File: src/chip_reset_map.svh
`ifndef CHIP_RESET_MAP_SVH
`define CHIP_RESET_MAP_SVH
// Software reset control bit location
`define SOFT_RST_WORD      14'h2200
`define SOFT_RST_BIT       3
// Timing
`define PIN_RST_MIN_NS     2000
`define CORE_CLK_NS        25
`define PIN_RST_MIN_CYC    ((`PIN_RST_MIN_NS + `CORE_CLK_NS - 1) / `CORE_CLK_NS)
`define PIN_TIMER_SLOW     4100
`define PIN_TIMER_MS       125
`define SOFT_TIMER_SLOW    16
`define LOWVDD_DELAY_XTAL  4
// Power status code for low core supply
`define PSTAT_LOW_VDD      3'h5
// Boot vector
`define BOOT_ADDR          16'h0000
`endif

File: src/chip_reset_pkg.sv
`default_nettype none
package chip_reset_pkg;
  typedef enum logic [1:0] {
    SEQ_RUN,
    SEQ_HOLD,
    SEQ_TIMING
  } seq_state_t;

  // Reset outputs toward the chip
  typedef struct packed {
    logic digitalHalt;
    logic ioRamReset;
    logic testSelReset;
    logic rtcReset;
    logic cpuReset;
  } rst_out_t;
endpackage : chip_reset_pkg
`default_nettype wire

File: src/chip_reset_sequencer.sv
// Operation
// Pin reset high halts digital logic; oscillator and real-time clock keep running.
// Pin reset forces all I/O RAM bits to reset values.
// Outside party holds pin reset high for at least 2 us.
// Test selector and clock reset by pin only when test pin also high.
// Software reset bit at word 2200 bit 3 resets like pin, shorter timer.
// After full reset, hold until timer expires; pin timer is 4100 slow cycles.
// On timer expiry release processor to boot from address 0x0000.
// Debug port reset low resets only the processor core.
// Debug port reset skips the timer; processor restarts at once.
// Power status code 101 causes a reset four crystal cycles later.
// Software reset timer length is a parameter in slow engine cycles.
`include "chip_reset_map.svh"
`default_nettype none
module chip_reset_sequencer #(
  parameter int PIN_TIMER  = `PIN_TIMER_SLOW,
  parameter int SOFT_TIMER = `SOFT_TIMER_SLOW,
  parameter int PIN_MIN    = `PIN_RST_MIN_CYC
) (
  input  wire logic                    core_clk,
  input  wire logic                    rst_n,
  input  wire logic                    resetPin,
  input  wire logic                    testPin,
  input  wire logic                    debugResetPin_n,
  input  wire logic                    slowEngineClock,
  input  wire logic                    crystalClockSlow,
  input  wire logic [2:0]              powerStatusField,
  input  wire logic                    ioWrite,
  input  wire logic [13:0]             ioAddr,
  input  wire logic [7:0]              ioWdata,
  output var  chip_reset_pkg::rst_out_t rstOut,
  output logic [15:0]                  bootAddr,
  output logic                         bootStart
);
  // =========================================================
  // Shared helpers
  // True once a reset timer has run down to zero
  function automatic logic timerDone(input logic [15:0] count);
    return count == 16'h0000;
  endfunction : timerDone

  // =========================================================
  // Input synchronisers
  // Every pin from outside the core clock domain passes two flip-flops
  logic [1:0] pinSync;
  logic [1:0] testSync;
  logic [1:0] dbgSync;
  logic [1:0] slowSync;
  logic [1:0] xtalSync;
  logic       slowPrev;
  logic       xtalPrev;
  logic       slowTick;
  logic       xtalTick;

  // Reset, test and debug pins; the debug pin idles high
  always_ff @(posedge core_clk or negedge rst_n) begin
    if (!rst_n) begin
      pinSync  <= 2'h0;
      testSync <= 2'h0;
      dbgSync  <= 2'h3;
    end else begin
      pinSync  <= {pinSync[0], resetPin};
      testSync <= {testSync[0], testPin};
      dbgSync  <= {dbgSync[0], debugResetPin_n};
    end
  end

  // Slow engine and crystal clocks sampled as plain data
  always_ff @(posedge core_clk or negedge rst_n) begin
    if (!rst_n) begin
      slowSync <= 2'h0;
      xtalSync <= 2'h0;
    end else begin
      slowSync <= {slowSync[0], slowEngineClock};
      xtalSync <= {xtalSync[0], crystalClockSlow};
    end
  end

  // Last synchronised level; only the second flip-flop is read
  always_ff @(posedge core_clk or negedge rst_n) begin
    if (!rst_n) begin
      slowPrev <= 1'b0;
      xtalPrev <= 1'b0;
    end else begin
      slowPrev <= slowSync[1];
      xtalPrev <= xtalSync[1];
    end
  end

  // One-cycle ticks on rising slow clock edges
  assign slowTick = slowSync[1] & ~slowPrev;
  assign xtalTick = xtalSync[1] & ~xtalPrev;

  // =========================================================
  // Pin qualification: count high time before a reset is taken
  // Pulses shorter than the minimum width cannot start a reset; SEQ_HOLD and the test latch read the synchronised, unqualified pin
  logic [15:0] pinCnt_ff;
  logic        pinValid;
  always_ff @(posedge core_clk or negedge rst_n) begin
    if (!rst_n) begin
      pinCnt_ff <= 16'h0000;
    end else if (!pinSync[1]) begin
      pinCnt_ff <= 16'h0000;
    end else if (pinCnt_ff < 16'(PIN_MIN)) begin
      pinCnt_ff <= pinCnt_ff + 16'h0001;
    end
  end
  assign pinValid = pinSync[1] && (pinCnt_ff >= 16'(PIN_MIN));

  // =========================================================
  // Software reset bit write decode
  // Taken only while running; the sequencer ignores it during a reset
  logic softReq;
  assign softReq = ioWrite && (ioAddr == `SOFT_RST_WORD) && ioWdata[`SOFT_RST_BIT];

  // =========================================================
  // Low supply: reset after four crystal cycles
  // Counter restarts whenever the status code leaves the low-supply value
  logic [2:0] lowCnt_ff;
  logic       lowReq;
  always_ff @(posedge core_clk or negedge rst_n) begin
    if (!rst_n) begin
      lowCnt_ff <= 3'h0;
    end else if (powerStatusField != `PSTAT_LOW_VDD) begin
      lowCnt_ff <= 3'h0;
    end else if (xtalTick && lowCnt_ff < 3'(`LOWVDD_DELAY_XTAL)) begin
      lowCnt_ff <= lowCnt_ff + 3'h1;
    end
  end
  assign lowReq = (lowCnt_ff == 3'(`LOWVDD_DELAY_XTAL));

  // =========================================================
  // Full reset request: pin and low supply both use the long timer
  logic fullReq;
  assign fullReq = pinValid || lowReq;

  // =========================================================
  // Sequencer state and timer
  chip_reset_pkg::seq_state_t state_ff;
  logic [15:0] timer_ff;
  logic        testLatched_ff;
  always_ff @(posedge core_clk or negedge rst_n) begin
    if (!rst_n) begin
      state_ff <= chip_reset_pkg::SEQ_HOLD;
      timer_ff <= 16'(PIN_TIMER);
    end else begin
      unique case (state_ff)
        chip_reset_pkg::SEQ_RUN: begin
          if (pinValid || lowReq) begin
            state_ff <= chip_reset_pkg::SEQ_HOLD;
            timer_ff <= 16'(PIN_TIMER);
          end else if (softReq) begin
            state_ff <= chip_reset_pkg::SEQ_TIMING;
            timer_ff <= 16'(SOFT_TIMER);
          end
        end
        chip_reset_pkg::SEQ_HOLD: begin
          // Hold while pin or low supply persists
          if (!pinSync[1] && !lowReq) begin
            state_ff <= chip_reset_pkg::SEQ_TIMING;
          end
        end
        chip_reset_pkg::SEQ_TIMING: begin
          if (pinValid || lowReq) begin
            state_ff <= chip_reset_pkg::SEQ_HOLD;
            timer_ff <= 16'(PIN_TIMER);
          end else if (timerDone(timer_ff)) begin
            state_ff <= chip_reset_pkg::SEQ_RUN;
          end else if (slowTick) begin
            timer_ff <= timer_ff - 16'h0001;
          end
        end
        default: begin
          // An unused state code falls back to a full timed reset
          state_ff <= chip_reset_pkg::SEQ_HOLD;
          timer_ff <= 16'(PIN_TIMER);
        end
      endcase
    end
  end

  // Test pin seen during pin reset widens its scope
  always_ff @(posedge core_clk or negedge rst_n) begin
    if (!rst_n) begin
      testLatched_ff <= 1'b0;
    end else if (state_ff == chip_reset_pkg::SEQ_RUN) begin
      testLatched_ff <= 1'b0;
    end else if (pinSync[1] && testSync[1]) begin
      testLatched_ff <= 1'b1;
    end
  end

  // =========================================================
  // Registered outputs
  // Reset lines follow the sequencer state one cycle later
  logic inReset;
  assign inReset = (state_ff != chip_reset_pkg::SEQ_RUN);
  always_ff @(posedge core_clk or negedge rst_n) begin
    if (!rst_n) begin
      rstOut <= '{default: 1'b1};
    end else begin
      rstOut.digitalHalt  <= inReset;
      rstOut.ioRamReset   <= inReset;
      rstOut.testSelReset <= inReset && testLatched_ff;
      rstOut.rtcReset     <= inReset && testLatched_ff;
      rstOut.cpuReset     <= inReset || !dbgSync[1];
    end
  end

  // Boot vector, fixed at the start of program space
  always_ff @(posedge core_clk or negedge rst_n) begin
    if (!rst_n) begin
      bootAddr <= `BOOT_ADDR;
    end else begin
      bootAddr <= `BOOT_ADDR;
    end
  end

  // Boot strobe one cycle after the last timed cycle, unless a new full request cuts it
  always_ff @(posedge core_clk or negedge rst_n) begin
    if (!rst_n) begin
      bootStart <= 1'b0;
    end else begin
      bootStart <= (state_ff == chip_reset_pkg::SEQ_TIMING) && timerDone(timer_ff)
                   && !fullReq;
    end
  end
endmodule : chip_reset_sequencer
`default_nettype wire

File: config.mk
export PLATFORM = sky130hd
export DESIGN_NAME = chip_reset_sequencer
export DESIGN_NICKNAME = d
export VERILOG_FILES = /design/src/chip_reset_pkg.sv /design/src/chip_reset_sequencer.sv
export VERILOG_INCLUDE_DIRS = /design/src
export SDC_FILE = /design/constraint.sdc
export NUM_CORES = 1
export LEC_CHECK = 0
export ABC_AREA = 0
export BUFFER_PORTS_ARGS = -buffer_cell sky130_fd_sc_hd__buf_2
export CAP_MARGIN = 30
export CORE_MARGIN = 3
export CORE_UTILIZATION = 40
export CTS_CLUSTER_DIAMETER = 200
export CTS_CLUSTER_SIZE = 16
export DETAILED_ROUTE_END_ITERATION = 10
export RECOVER_POWER = 50
export SYNTH_ARGS = -nofsm -noshare
export SYNTH_HDL_FRONTEND = slang
export SYNTH_SLANG_ARGS = --single-unit
File: constraint.sdc
create_clock -name core_clk -period 1.8 [get_ports core_clk]
set_input_delay 0 -clock core_clk [delete_from_list [all_inputs] [get_ports core_clk]]
set_output_delay 0 -clock core_clk [all_outputs]
set_load 0.02 [all_outputs]
==> flow_summary.toml <==
[timing]
min_period_ns = 1.83
setup_violations = 9
fin_ws_ns = -0.0311
finalHoldViolCount = 0
rsz0062_at_grt = "true"
tightest_slew_ns = 0.698
fmax_mhz = 546
fin_skew_ns = 0.00336
slew_headroom_pct = 53.4
report.final.slew_viol_count = 0
period_share_pct = 102

[cells_and_area]
final_cell_area_um2 = 3740
fillers = 548
antenna_cells = 0
multi_input_area_um2 = 1340
finalNetCount = 393
final_core_util_pct = 57.9
drive_gt1_share_pct = 41.3
stdcell_count = 433
areaGrowthSynthToFinish_pct = 38.6
regArea_um2 = 1360

[run]
maxCapViolCount = 0

[global_route]
gr-total-overflow = 0
antenna_found_initial = 0
grt_pass1_vias = 2091
track_usage_pct = 16.0
grt_pass1_wl_mm = 9.77
grt_max_degree = 44

[pwr]
power_density_nw_per_um2 = 1090
switching_share_pct = 35.4
leakage_nw = 1.68
clkPwrFrac_pct = 17.0
p_sw_w = 0.00144
vdd_drop_max_mv = 0.541
seqPwrFrac_pct = 37.7
p_int_w = 0.00262
comb_power_share_pct = 45.3

[run_status]
status = "finished, violations left"
failed_checks = "negative setup slack"

[detailed_routing]
num_vias = 2182
ant_nets = 0
viasPerCell = 5.04
drt_wl_total_mm = 5.93
drcViolationCount = 0
firstDrtPassIters = 4
wire_per_inst_um = 13.7
drt_iter0_drc = 97

[setup_path]
crit_fanout = 13
required_ns = 2.02
startpoint_type = "flip-flop"
worstPathArrival_ns = 2.05
path_class = "reg -> reg"
end_kind = "flip-flop"

[placement]
dp_slack_ns = -0.269
io_buffer_count = 31
place_area_um2 = 3230
place_inst = 404
place_congestion = 0.829
place_hpwl_mm = 4.11

[clocking]
clock_latency_ns = 0.30
cts_tree = "done"
cts.path.max_buffers = 2
numCtsBuffers = 5
cts.clk_slew.worst_paths_ns = 0.10
htree_num_levels = 2
clock-sinks = 54
cts_root_buffer = "clkbuf_8"

[floorplanning]
dieHeight_um = 88.1
rows = 29
initial_core_util_pct = 41.8
dieArea_um2 = 7770
dieWidth_um = 88.1
io-pin-count = 55
coreArea_um2 = 6460

[synth]
synth_cell_types = 51
ys_seq_area_share_pct = 50.5
synth_edf_count = 0
yosysTopAreaCell = "dfrtp_1"
yosys_most_used_dff = "dfrtp_1"
synth_area_per_cell_um2 = 10.6
yosysWarningCount = 0
syn-cell-area_um2 = 2700
ys_ff_latch = 54
yosys.area.top_type_share_pct = 42.7
synth_cells = 254
synthTopCellsByArea = "dfrtp_1 (43%), dfstp_2 (7.8%), buf_4 (5.0%), inv_1 (3.1%), o221ai_1 (2.9%)"
async_flop_share_pct = 100

[hold_path]
hold_path.class = "in -> async"
per-layer routing:
metal | vias to the layer above | routed length [um] | track usage [%]
met5 | - | 0 | 0
met4 | 0 | 61 | 4.12
met3 | 4 | 168 | 2.73
met2 | 40 | 2870 | 26.4
met1 | 1063 | 2830 | 21.9
li1 | 1075 | - | -
worst paths after layout:
check,cells after the start,startpoint,end,slack (ns)
hold / removal,2,rst_n,timer_ff[6],0.24
setup / recovery,6,pinCnt_ff[15],timer_ff[8],-0.03
hold reg to reg,0,pinSync[0],pinSync[1],0.36
setup reg to reg,6,pinCnt_ff[15],timer_ff[8],-0.03
min in group core_clk,2,slowEngineClock,slowSync[0],0.33
max in group asynchronous,3,rst_n,slowSync[0],0.47
sequential cells by signal (all words and copies together) (netlist names):
register,count
pinSync,2
slowSync,2
testLatched_ff,1
xtalSync,2
slowPrev,1
dbgSync,2
pinCnt_ff,16
xtalPrev,1
testSync,2
timer_ff,16
bootStart,1
state_ff,2
rstOut,3
lowCnt_ff,3
critical path, stage by stage (launching register included):
cell,delay (ns)
dfrtp_1,0.42
nor4_4,0.35
a41oi_4,0.20
o32ai_4,0.38
a21oi_4,0.06
buf_12,0.16
o221ai_2,0.17
power by group through the flow:
| stage | sequential [W] | combinational (W) | clock, W |
|---|---|---|---|
| CTS | 0.00153 | 0.00166 | 0.000721 |
| floorplan | 0.00161 | 0.000816 | 0 |
| detailed placement | 0.00155 | 0.00141 | 0 |
| finish | 0.00153 | 0.00184 | 0.000690 |
| global placement | 0.00155 | 0.00140 | 0 |
| global route | 0.00156 | 0.00202 | 0.000777 |
placed cells by master, fill, tap and decap left out, types with 3 or more instances in the layout:
cell type and count:
nor3_1 6, a21oi_1 3, nor3_2 3, nor2b_1 3, xnor2_1 4, nor2_1 16
o21ai_2 3, ha_1 4, nand3_1 9, buf_2 29, nand2b_1 4, o221ai_2 8
o21ai_1 3, dlygate4sd3_1 8, nand4_1 10, and2_1 9, clkbuf_8 5, nor4_4 3
buf_4 53, nor4_1 3, nand2_1 12, dfstp_2 8, or3_1 3, inv_1 20
dfrtp_1 46, buf_6 6, conb_1 16
cells in the mapped netlist (all sizes together) (2+ instances only):
library cell,number
a41oi,2
buf,21
nor4,7
nand3,9
dfrtp,46
ha,5
nand2,14
inv,22
a22o,2
dfstp,8
o211ai,2
nor2,18
nand4b,2
nor3,9
nand4bb,2
a21oi,6
o21ai,9
nand4,10
nor2b,3
xnor2,5
o21a,2
nand2b,4
xor2,2
o221ai,9
nor4bb,2
clkbuf,2
or3,4
and2,10
repair_timing:
| action | 4_1_cts | 5_1_grt |
|---|---|---|
| pin swaps | 5 | 9 |
| setup buffers | 9 | 3 |
| resized for setup | 17 | 29 |
| gates cloned | 0 | 1 |
| hold buffers | 8 | 0 |
| hold endpoints to repair | 55 | 0 |
| endpoints found under the setup margin | 17 | 22 |
through the flow:
stage          hold slack, ns  setup TNS [ns]  power, W
4_1_cts                 0.114          -0.164   0.00391
3_5_place_dp          -0.0855           -2.57   0.00296
2_1_floorplan          -0.296          -0.171   0.00242
3_3_place_gp          -0.0896           -1.87   0.00295
6_report                0.244          -0.114   0.00406
5_1_grt                 0.286           -2.01   0.00435
cells by family after synthesis:
| group | share of synthesized area (%) |
|---|---|
| other | 0.139 |
| buffers and inverters | 9.28 |
| AND/OR/NAND/NOR | 22.7 |
| adder cells (fa/ha/maj) | 2.32 |
| AO/OA/AOI/OAI | 12.4 |
| flip-flops | 50.5 |
| multiplexers | 0.371 |
| XOR/XNOR | 2.27 |
area by class of cell:
class	instances	area share [%]
repair buffers	102	20.5
clock buffers	5	1.84
inverters	23	2.31
well taps	77	2.58
multi-input cells	169	35.7
flip-flops and latches	54	36.4
clock inverters	3	0.669
No activity file was read; power rests on OpenSTA's default activity.
